### src/prt_pkg.sv
/*
  Constants, register map and carrier types of the prescaled reload timer.
  Assumes a single 40 MHz system clock and an APB register bus.
*/
package prt_pkg;
  localparam int ADDR_W = 12;
  localparam int DATA_W = 32;
  localparam int CNT_W  = 8;

  // register indices; byte address is four times the index
  localparam logic [9:0] IDX_CONTROL   = 10'h108;
  localparam logic [9:0] IDX_ONESHOT   = 10'h109;
  localparam logic [9:0] IDX_IO_CTRL   = 10'h10a;
  localparam logic [9:0] IDX_MODE      = 10'h10b;
  localparam logic [9:0] IDX_PRESCALER = 10'h10c;
  localparam logic [9:0] IDX_SECONDARY = 10'h10d;
  localparam logic [9:0] IDX_PRIMARY   = 10'h10e;
  localparam logic [9:0] IDX_IRQ_STAT  = 10'h110;
  localparam logic [9:0] IDX_IRQ_MASK  = 10'h111;

  // control register fields
  localparam int CTL_START_BIT  = 0;
  localparam int CTL_STATUS_BIT = 1;
  localparam int CTL_FSTOP_BIT  = 2;
  // mode register fields
  localparam int MODE_WTS_BIT = 3;
  localparam int MODE_SRC_LO  = 4;
  // irq status / mask field
  localparam int IRQ_UFLOW_BIT = 0;
  localparam int IO_CTRL_W     = 4;

  localparam logic [7:0] PRIMARY_RST   = 8'hff;
  localparam logic [7:0] PRESCALER_RST = 8'hff;
  localparam logic [7:0] SECONDARY_RST = 8'hff;
  localparam logic [7:0] REG8_RST      = 8'h00;

  localparam logic [2:0] DIV8_LAST = 3'h7;

  typedef enum logic [1:0] {
    SRC_UNDIVIDED = 2'b00,
    SRC_HALF      = 2'b01,
    SRC_EIGHTH    = 2'b10,
    SRC_COMPANION = 2'b11
  } prt_src_t;

  typedef struct packed {
    logic       wr_en;
    logic       both;
    logic [7:0] data;
  } prt_stage_wr_t;
endpackage

### src/prt_src_sel.sv
/*
  Count source selection: one-cycle enables at full, half or eighth
  clock rate, or the companion timer underflow.
  Assumes the companion pulse is one cycle.
*/
`timescale 1ns/10ps
`default_nettype none
module prt_src_sel
  import prt_pkg::*;
(
  input  wire logic     clk,        // system clock
  input  wire logic     rst,        // async reset, high
  input  wire logic     run,        // counting enabled
  input  wire prt_src_t sel,        // chosen source
  input  wire logic     comp_uflow, // companion underflow pulse
  output logic          tick        // count source enable
);
  logic [2:0] div_q;
  wire        half_w   = div_q[0];
  wire        eighth_w = (div_q == DIV8_LAST);

  // divider only runs while counting so the first tick is predictable
  always_ff @(posedge clk or posedge rst) begin
    if (rst) div_q <= 3'h0;
    else if (run) div_q <= div_q + 3'h1;
    else div_q <= 3'h0;
  end

  always_comb begin
    case (sel)
      SRC_UNDIVIDED: tick = 1'b1;
      SRC_HALF:      tick = half_w;
      SRC_EIGHTH:    tick = eighth_w;
      SRC_COMPANION: tick = comp_uflow;
      default:       tick = 1'b0;
    endcase
  end
endmodule
`default_nettype wire

### src/prt_stage.sv
/*
  One reload down-counter stage. Assumes tick is a one-cycle enable and
  writes arrive as one-cycle strobes.
*/
`timescale 1ns/10ps
`default_nettype none
module prt_stage
  import prt_pkg::*;
#(
  parameter logic [7:0] RST_VAL = 8'hff
)(
  input  wire logic          clk,   // system clock
  input  wire logic          rst,   // async reset, high
  input  wire logic          run,   // counting enabled
  input  wire logic          tick,  // stage count enable
  input  wire prt_stage_wr_t wr,    // software write
  output logic [7:0]         cnt,   // current count
  output logic               uflow  // underflow pulse
);
  logic [7:0] reload_q;
  logic [7:0] cnt_q;
  logic       pend_q;

  wire step_w = run & tick & ~wr.wr_en;
  wire zero_w = (cnt_q == 8'h00);

  assign cnt   = cnt_q;
  assign uflow = step_w & ~pend_q & zero_w;

  always_ff @(posedge clk or posedge rst) begin
    if (rst) begin
      reload_q <= RST_VAL;
      cnt_q    <= RST_VAL;
      pend_q   <= 1'b0;
    end else if (wr.wr_en && !run) begin
      reload_q <= wr.data;
      cnt_q    <= wr.data;
      pend_q   <= 1'b0;
    end else if (wr.wr_en) begin
      reload_q <= wr.data;
      pend_q   <= wr.both;
    end else if (step_w) begin
      // a pending load takes the tick instead of a decrement
      if (pend_q) begin
        cnt_q  <= reload_q;
        pend_q <= 1'b0;
      end else if (zero_w) begin
        cnt_q <= reload_q;
      end else begin
        cnt_q <= cnt_q - 8'h01;
      end
    end
  end
endmodule
`default_nettype wire

### src/prt_timer.sv
/*
  Prescaled reload down timer, timer mode, with APB register access and
  a masked level interrupt. Assumes one 40 MHz clock and an APB master.
*/
// Added by the designer: the APB register port.
`timescale 1ns/10ps
`default_nettype none
module prt_timer
  import prt_pkg::*;
(
  input  wire logic              sys_clk,    // 40 MHz system clock
  input  wire logic              rst,        // async reset, high
  input  wire logic [ADDR_W-1:0] paddr,      // apb byte address
  input  wire logic              psel,       // apb select
  input  wire logic              penable,    // apb access phase
  input  wire logic              pwrite,     // apb write
  input  wire logic [DATA_W-1:0] pwdata,     // apb write data
  output logic      [DATA_W-1:0] prdata,     // apb read data
  output logic                   pready,     // apb ready
  output logic                   pslverr,    // apb error
  input  wire logic              comp_uflow, // companion underflow
  output logic                   irq         // level interrupt
);
  logic       start_q;
  logic [7:0] oneshot_q;
  logic [7:0] secondary_q;
  logic [IO_CTRL_W-1:0] io_ctrl_q;
  logic [7:0] mode_q;
  logic       stat_q;
  logic       mask_q;
  logic [DATA_W-1:0] prdata_q;
  logic       pready_q;
  logic       pslverr_q;
  logic       irq_q;

  // bus decode
  wire [9:0] idx_w   = paddr[ADDR_W-1:2];
  wire       setup_w = psel & ~penable;
  wire       wr_w    = psel & penable & pwrite & pready_q;
  wire [7:0] wb_w    = pwdata[7:0];

  wire hit_ctl  = (idx_w == IDX_CONTROL);
  wire hit_one  = (idx_w == IDX_ONESHOT);
  wire hit_io   = (idx_w == IDX_IO_CTRL);
  wire hit_mode = (idx_w == IDX_MODE);
  wire hit_pre  = (idx_w == IDX_PRESCALER);
  wire hit_sec  = (idx_w == IDX_SECONDARY);
  wire hit_pri  = (idx_w == IDX_PRIMARY);
  wire hit_stat = (idx_w == IDX_IRQ_STAT);
  wire hit_mask = (idx_w == IDX_IRQ_MASK);
  wire mapped_w = hit_ctl | hit_one | hit_io | hit_mode | hit_pre |
                  hit_sec | hit_pri | hit_stat | hit_mask;

  // counting engine
  wire       run_w = start_q;
  wire       wts_w = mode_q[MODE_WTS_BIT];
  wire       src_tick_w;
  wire       pre_uflow_w;
  wire       tmr_uflow_w;
  wire [7:0] pre_cnt_w;
  wire [7:0] tmr_cnt_w;
  wire prt_src_t src_w = prt_src_t'(mode_q[MODE_SRC_LO +: 2]);

  wire prt_stage_wr_t pre_wr_w = '{wr_en: wr_w & hit_pre,
                                   both:  ~wts_w, data: wb_w};
  wire prt_stage_wr_t tmr_wr_w = '{wr_en: wr_w & hit_pri,
                                   both:  ~wts_w, data: wb_w};

  prt_src_sel u_src (
    .clk        (sys_clk),
    .rst        (rst),
    .run        (run_w),
    .sel        (src_w),
    .comp_uflow (comp_uflow),
    .tick       (src_tick_w)
  );

  prt_stage #(.RST_VAL(PRESCALER_RST)) u_pre (
    .clk   (sys_clk),
    .rst   (rst),
    .run   (run_w),
    .tick  (src_tick_w),
    .wr    (pre_wr_w),
    .cnt   (pre_cnt_w),
    .uflow (pre_uflow_w)
  );

  // timer stage is clocked only by prescaler underflows
  prt_stage #(.RST_VAL(PRIMARY_RST)) u_tmr (
    .clk   (sys_clk),
    .rst   (rst),
    .run   (run_w),
    .tick  (pre_uflow_w),
    .wr    (tmr_wr_w),
    .cnt   (tmr_cnt_w),
    .uflow (tmr_uflow_w)
  );

  // read mux; one-shot and secondary are stored only, no effect here
  logic [7:0] rd8_w;
  always_comb begin
    rd8_w = 8'h00;
    if (hit_ctl) begin
      rd8_w[CTL_START_BIT]  = start_q;
      rd8_w[CTL_STATUS_BIT] = start_q;
    end
    if (hit_one)  rd8_w = oneshot_q;
    if (hit_io)   rd8_w = {{(8-IO_CTRL_W){1'b0}}, io_ctrl_q};
    if (hit_mode) rd8_w = mode_q;
    if (hit_pre)  rd8_w = pre_cnt_w;
    if (hit_sec)  rd8_w = secondary_q;
    if (hit_pri)  rd8_w = tmr_cnt_w;
    if (hit_stat) rd8_w[IRQ_UFLOW_BIT] = stat_q;
    if (hit_mask) rd8_w[IRQ_UFLOW_BIT] = mask_q;
  end

  // no wait state: data and ready registered in setup phase
  always_ff @(posedge sys_clk or posedge rst) begin
    if (rst) begin
      prdata_q  <= '0;
      pready_q  <= 1'b0;
      pslverr_q <= 1'b0;
    end else begin
      pready_q  <= setup_w;
      pslverr_q <= setup_w & ~mapped_w;
      if (setup_w) prdata_q <= {{(DATA_W-8){1'b0}}, rd8_w};
    end
  end

  // start bit: forced stop wins over a start in the same write
  always_ff @(posedge sys_clk or posedge rst) begin
    if (rst) start_q <= 1'b0;
    else if (wr_w && hit_ctl) begin
      if (wb_w[CTL_FSTOP_BIT]) start_q <= 1'b0;
      else start_q <= wb_w[CTL_START_BIT];
    end
  end

  always_ff @(posedge sys_clk or posedge rst) begin
    if (rst) begin
      oneshot_q   <= REG8_RST;
      secondary_q <= SECONDARY_RST;
      io_ctrl_q   <= '0;
      mode_q      <= REG8_RST;
      mask_q      <= 1'b0;
    end else if (wr_w) begin
      if (hit_one)  oneshot_q   <= wb_w;
      if (hit_sec)  secondary_q <= wb_w;
      // output level select kept at zero by software in this mode
      if (hit_io)   io_ctrl_q   <= wb_w[IO_CTRL_W-1:0];
      if (hit_mode) mode_q      <= wb_w;
      if (hit_mask) mask_q      <= wb_w[IRQ_UFLOW_BIT];
    end
  end

  // sticky underflow flag, write one to clear; a new event wins
  wire clr_w = wr_w & hit_stat & wb_w[IRQ_UFLOW_BIT];
  always_ff @(posedge sys_clk or posedge rst) begin
    if (rst) begin
      stat_q <= 1'b0;
      irq_q  <= 1'b0;
    end else begin
      stat_q <= tmr_uflow_w | (stat_q & ~clr_w);
      irq_q  <= (tmr_uflow_w | (stat_q & ~clr_w)) & mask_q;
    end
  end

  assign prdata  = prdata_q;
  assign pready  = pready_q;
  assign pslverr = pslverr_q;
  assign irq     = irq_q;
endmodule
`default_nettype wire

### config.mk
export PLATFORM = sky130hd
export DESIGN_NAME = prt_timer
export DESIGN_NICKNAME = d
export VERILOG_FILES = /design/src/prt_pkg.sv /design/src/prt_src_sel.sv /design/src/prt_stage.sv /design/src/prt_timer.sv
export SDC_FILE = /design/constraint.sdc
export NUM_CORES = 1
export LEC_CHECK = 0
export BUFFER_PORTS_ARGS = -buffer_cell sky130_fd_sc_hd__clkbuf_2
export CORE_UTILIZATION = 60
export CTS_CLUSTER_SIZE = 16
export DETAILED_ROUTE_END_ITERATION = 10
export HOLD_SLACK_MARGIN = 0.08
export PLACE_DENSITY = 0.95
export SYNTH_ARGS = -nofsm -noshare
export SYNTH_HDL_FRONTEND = slang
export SYNTH_SLANG_ARGS = --single-unit
### constraint.sdc
create_clock -name sys_clk -period 3.7 [get_ports sys_clk]
set_clock_uncertainty 0.15 [all_clocks]
set_input_delay 0.555 -clock sys_clk [delete_from_list [all_inputs] [get_ports sys_clk]]
set_output_delay 0.555 -clock sys_clk [all_outputs]
set_load 0.03 [all_outputs]
==> results of run 1 <==
## sequential cells by signal, summed over array words and instances, names as in the netlist, 3 cells and up
register,flops
io_ctrl_q,4
mode_q,8
oneshot_q,8
prdata,8
secondary_q,8
u_pre.cnt,8
u_pre.reload_q,8
u_src.div_q,3
u_tmr.cnt,8
u_tmr.reload_q,8
## worst min path at each step
stage	end	slack (ns)	start	depth (start not counted)
after global routing	oneshot_q[7]	0.17	rst	2
final	oneshot_q[7]	0.11	rst	2
after global placement	u_src.div_q[0]	0.29	u_src.div_q[0]	1
after floorplan	u_src.div_q[0]	0.27	u_src.div_q[0]	1
after detailed placement	u_tmr.reload_q[5]	0.30	u_tmr.reload_q[5]	2
after CTS	oneshot_q[7]	0.13	rst	2
## logic make-up after synthesis
kind of cell               share of synthesized area (%)
and+or+nand+nor                                     20.4
AOI/OAI and AO/OA                                   13.9
DFF                                                 44.4
buffers and inverters                               7.21
muxes                                               10.7
xor gates and xnor gates                            1.73
adders and majority gates                           1.64
other                                             0.0821
## per-stage QoR
stage | util (%) | setup WS [ns] | cells | hold slack [ns] | instance area [µm²]
6_report | 68.3 | 1.02 | 578 | 0.112 | 4980
5_1_grt | 68.3 | 0.862 | 578 | 0.170 | 4980
4_1_cts | 68.3 | 1.08 | 578 | 0.129 | 4980
3_5_place_dp | 64.7 | 0.936 | 562 | 0.300 | 4710
3_3_place_gp | 64.7 | 1.02 | 562 | 0.291 | 4710
2_1_floorplan | - | 1.04 | 463 | 0.275 | 4650
## worst reg2reg max path, cell delays in order (launching register included)
cell and delay [ns]:
dfrtp_1 0.65, inv_1 0.31, a221oi_1 0.47, and4_1 0.51, nor2_2 0.15, a221oi_1 0.35
## per-layer routing
| layer | up-vias | wire length (µm) |
|---|---|---|
| li1 | 1632 | - |
| met1 | 1845 | 4580 |
| met2 | 293 | 5260 |
| met3 | 48 | 1100 |
| met4 | 0 | 445 |
| met5 | - | 0 |
## where the power goes
group | internal [mW] | total (mW) | switching, mW
clock | 0.518 | 0.856 | 0.337
combinational | 0.189 | 0.471 | 0.282
sequential | 0.970 | 1.06 | 0.0866
## cell usage after synthesis (4+ instances only)
| cell type | n | share of area, % |
|---|---|---|
| a22o_1 | 4 | 0.77 |
| and2_1 | 7 | 0.96 |
| mux2_2 | 37 | 9.1 |
| a21oi_1 | 14 | 1.5 |
| buf_4 | 26 | 4.3 |
| inv_1 | 12 | 0.99 |
| nand3_1 | 11 | 1.2 |
| a221oi_1 | 12 | 2.3 |
| nand2_1 | 50 | 4.1 |
| mux2i_1 | 7 | 1.5 |
| a221o_1 | 8 | 1.8 |
| nor2_1 | 37 | 3.0 |
| xnor2_1 | 5 | 0.96 |
| dfrtp_1 | 39 | 21 |
| dfstp_2 | 40 | 23 |
| xor2_1 | 4 | 0.77 |
| clkbuf_1 | 8 | 0.66 |
| o22ai_1 | 7 | 0.96 |
| a211oi_1 | 8 | 1.3 |
| nor3_1 | 7 | 0.77 |
| o21ai_0 | 14 | 1.5 |
| nor2b_1 | 4 | 0.55 |
| ha_1 | 6 | 1.6 |
## layout make-up
type                            instances  share of cell area [%]
Clock buffer                            9                    2.49
Clock inverter                          7                    2.89
Inverter                               12                   0.904
Multi-Input combinational cell        331                    46.1
Sequential cell                        79                    40.7
Tap cell                               99                    2.49
Timing Repair Buffer                   41                    4.47
==> impl_metrics.yaml, run 1 <==
status:
  status: "finished clean"
synth:
  synth-seq-cells: 79
  mappedNetlistArea_mm2: 0.00457
  syn_inst: 440
  synthArstFlopShare_pct: 100
  ys_types: 70
  ys_warn_count: 0
  synth_ff_type: "dfstp_2"
  ys_seq_area_share_pct: 44.4
  synth.avg_cell_area_um2: 10.4
  synth_edf_count: 0
layout:
  mostFrequentLayoutCells: "50 x nand2_1, 40 x dfstp_2, 39 x dfrtp_1, 37 x mux2_2, 37 x nor2_1"
  syn2layout_area_growth_pct: 9.13
  diodes: 0
  nFillCells: 527
  seqCellArea_mm2: 0.00203
  drive_above_1_share_pct: 32.8
  nets: 530
  multiInputGateArea_mm2: 0.00230
  layout_commonest_cell: "nand2_1"
placed_design:
  place_hpwl_um: 8060
  routabilityCongestion: 0.969
  port_buffers: 34
timing:
  maxSlewViolCount: 0
  grt_setup_unrepaired: "false"
  hold_viol_final: 0
  tightest_slew_ns: 1.09
  max_freq_mhz: 373
  min_period_ns: 2.68
  fin_setup_tns_ns: 0
  post-route-period-util_pct: 72.5
  finalSetupViolCount: 0
  maxSlewHeadroom_pct: 27.2
clock_network:
  cts_setup_buffers: 0
  cts_buffer_depth: 2
  clk_pin_slew_worst_paths_ns: 0.09
  clock_sinks: 79
  clkLatencyLatePin_ns: 0.37
  cts_buffers: 9
  cts-resized-gates: 0
  cts_tree: "done"
  cts_hold_buf: 0
  cts_htree_levels: 3
  root_buffer: "clkbuf_8"
worst_setup_path:
  max_stage_delay_ns: 0.65
  crit_start: "run_w"
  cp-end-kind: "register"
  critPathLaunchType: "register"
  cp.depth: 5
  worstPathArrival_ns: 2.80
  path_common_cell: "a221oi_1"
  cpMaxStageDelayCell: "dfrtp_1"
  crit_path_end: "u_tmr.cnt[1]"
  rr_worst_depth: 5
  r2r_slack_ns: 1.02
  worstPathMaxFanout: 8
  crit_family: "compound AO/OA/AOI/OAI gates"
  crit_required_ns: 3.82
  reg2reg_to: "u_tmr.cnt[1]"
  worst-path-buf-inv: 1
  r2r_start: "run_w"
  path_class: "reg -> reg"
  worstPathCellList: "inv_1 -> a221oi_1 -> and4_1 -> nor2_2 -> a221oi_1"
power:
  p_leak_nw: 2.24
  p_per_area_mw_per_mm2: 478
  ir_worst_vdd_mv: 0.398
  power_mw: 2.38
routing:
  via_count: 3818
  drc: 0
  initialDrtViolationCount: 386
  drt-total-wl_um: 11400
  antenna_left: 0
  wl_per_cell_um: 19.7
  first_pass_iters: 7
  vias_per_cell: 6.61
global_routing:
  overflow: 0
  grt_pass1_vias: 3594
  antenna_found_initial: 0
  grt_max_degree: 32
  grt_usage_pct: 31.1
  gr-usage-met2_pct: 48.0
  top_usage_layer: "met2"
  met3_usage_pct: 6.65
  use_met1_pct: 41.3
  grt_pass1_wl_um: 18000
floorplanning:
  dieWidth_um: 89.2
  fp.dieArea_mm2: 0.00796
  rows: 31
  die_h_um: 89.2
  initial_utilization_pct: 62.6
  pin_count: 85
  design.core.area_mm2: 0.00729
min_path:
  worstHoldPathType: "in -> async"
run:
  cap_violations: 0
Power figures use the tool's default switching activity.
==> run 2: changes to the inputs <==
--- a/config.mk
+++ b/config.mk
@@ -6,11 +6,11 @@
 export NUM_CORES = 1
 export LEC_CHECK = 0
 export BUFFER_PORTS_ARGS = -buffer_cell sky130_fd_sc_hd__clkbuf_2
-export CORE_UTILIZATION = 60
+export CORE_UTILIZATION = 51
 export CTS_CLUSTER_SIZE = 16
 export DETAILED_ROUTE_END_ITERATION = 10
 export HOLD_SLACK_MARGIN = 0.08
-export PLACE_DENSITY = 0.95
+export PLACE_DENSITY = 0.88
 export SYNTH_ARGS = -nofsm -noshare
 export SYNTH_HDL_FRONTEND = slang
 export SYNTH_SLANG_ARGS = --single-unit
==> constraint.sdc (replaced) <==
create_clock -name sys_clk -period 2.35 [get_ports sys_clk]
set_clock_uncertainty 0.15 [all_clocks]
set_input_delay 0.3525 -clock sys_clk [delete_from_list [all_inputs] [get_ports sys_clk]]
set_output_delay 0.3525 -clock sys_clk [all_outputs]
set_load 0.03 [all_outputs]
==> impl_metrics.yaml, run 2 (synthesized netlist as in run 1, its figures left out) <==
min_path:
  hold_depth: 3
  worstHoldPathType: "in -> reg"
  worst_hold_startpoint: "pwdata[5]"
  hold_path_end: "u_tmr.reload_q[5]"
worst_setup_path:
  max_stage_delay_ns: 0.59
  cp-end-kind: "register"
  reg2reg_to: "u_tmr.cnt[2]"
  critPathLaunchType: "register"
  path_class: "reg -> reg"
  r2r_start: "u_pre.cnt[1]"
  rr_worst_depth: 7
  cpMaxStageDelayCell: "dfstp_2"
  crit_required_ns: 2.50
  worstPathArrival_ns: 2.41
  r2r_slack_ns: 0.09
  worstPathMaxFanout: 6
  worstPathCellList: "inv_1 -> ha_1 -> nor3b_1 -> and4b_2 -> and4_2 -> nor2_2 -> a221o_1"
routing:
  drt-total-wl_um: 11500
  vias_per_cell: 6.15
  initialDrtViolationCount: 284
  drc: 0
  first_pass_iters: 5
  via_count: 3763
  antenna_left: 0
  wl_per_cell_um: 18.8
power:
  p_switching_mw: 1.08
  p_leak_nw: 2.32
  p_int_mw: 2.22
  power_frac_comb_pct: 23.0
  ir_worst_vdd_mv: 0.332
  seqPwrFrac_pct: 50.2
  power_mw: 3.30
  switching_share_pct: 32.7
  p_per_area_mw_per_mm2: 645
  p_clk_share_pct: 26.8
timing:
  finalSetupViolCount: 0
  hold_slack_ns: 0.113
  grt_setup_unrepaired: "false"
  min_period_ns: 2.26
  post-route-period-util_pct: 96.1
  hold_viol_final: 0
  max_freq_mhz: 443
  fin_setup_tns_ns: 0
  tightest_slew_ns: 0.650
  maxSlewHeadroom_pct: 56.1
  maxSlewViolCount: 0
  setup_ws_ns: 0.0916
layout:
  diodes: 0
  layout_commonest_cell: "nand2_1"
  final_cell_count_no_fill: 612
  syn2layout_area_growth_pct: 12.2
  drive_above_1_share_pct: 36.3
  mostFrequentLayoutCells: "50 x nand2_1, 40 x dfstp_2, 39 x dfrtp_1, 37 x mux2_2, 37 x nor2_1"
  nets: 555
global_routing:
  grt_pass1_vias: 3636
  grt_pass1_wl_um: 18700
  grt_max_degree: 80
  antenna_found_initial: 0
  overflow: 0
  grt_usage_pct: 25.3
clock_network:
  cts_buffers: 9
  clkLatencyLatePin_ns: 0.36
  cts_tree: "done"
  cts_htree_levels: 3
  cts_setup_buffers: 0
  cts_buffer_depth: 2
  clk_pin_slew_worst_paths_ns: 0.08
  root_buffer: "clkbuf_8"
  clock_sinks: 79
placed_design:
  dp_cells: 595
  routabilityCongestion: 0.929
  port_buffers: 34
  pre_cts_ws_ns: 0.0417
  place_hpwl_um: 8460
floorplanning:
  dieWidth_um: 96.6
  rows: 34
  fp.dieArea_mm2: 0.00933
  initial_utilization_pct: 52.6
  die_h_um: 96.6
  pin_count: 85
  design.core.area_mm2: 0.00868
status:
  status: "finished clean"
run:
  cap_violations: 0
-- run 2: metal layers --
layer	part of all wire (%)	wire length [µm]	vias up	track usage [%]
li1	-	-	1685	-
met1	43	4980	1832	34.6
met4	3.8	431	0	14.1
met5	0	0	-	0
met3	6.6	754	35	3.90
met2	46	5320	211	38.5
-- run 2: worst max-delay path: cells and delay by family (launching register included) --
family | cells | cell delay (ns)
AND/OR/NAND/NOR | 4 | 1.00
buffers and inverters | 1 | 0.08
AO/OA/AOI/OAI | 1 | 0.21
flip-flops | 1 | 0.59
adder cells (fa/ha/maj) | 1 | 0.18
-- run 2: stage by stage --
| step | utilization, % | instance area, µm² |
|---|---|---|
| floorplan | - | 4660 |
| detailed placement | 56.9 | 4930 |
| global placement | 56.9 | 4930 |
| finish | 59.0 | 5120 |
| CTS | 58.9 | 5110 |
| global route | 59.0 | 5120 |
-- run 2: worst max path at each step --
stage,slack [ns],cells after the start,from,to
6_report,0.09,7,u_pre.cnt[1],u_tmr.cnt[2]
5_1_grt,0.02,7,u_pre.cnt[1],u_tmr.cnt[2]
4_1_cts,0.05,7,u_src.div_q[0],u_tmr.cnt[1]
3_5_place_dp,0.04,5,paddr[6],oneshot_q[7]
3_3_place_gp,0.11,5,paddr[6],oneshot_q[5]
2_1_floorplan,0.21,7,u_pre.cnt[0],u_pre.cnt[3]
-- run 2: repair_timing --
action | 4_1_cts | 5_1_grt
setup endpoints to repair | 0 | 6
gates resized for setup | 0 | 3
hold buffers | 1 | 0
endpoints found under the hold margin | 39 | 0
-- run 2: power by group through the flow --
stage               logic [mW]  clock network (mW)  registers [mW]
floorplan                0.560                   0            1.67
global placement         0.710                   0            1.67
detailed placement       0.740                   0            1.68
CTS                      0.747               0.899            1.65
global route             0.829               0.955            1.67
finish                   0.759               0.886            1.66
-- run 2: cell type report --
class / instances / area [µm²]
Multi-Input combinational cell: 331 / 2310
Inverter: 12 / 48.8
Sequential cell: 79 / 2030
Clock buffer: 10 / 128
Fill cell: 732 / 3550
Timing Repair Buffer: 66 / 438
Clock inverter: 6 / 37.5
Tap cell: 108 / 135
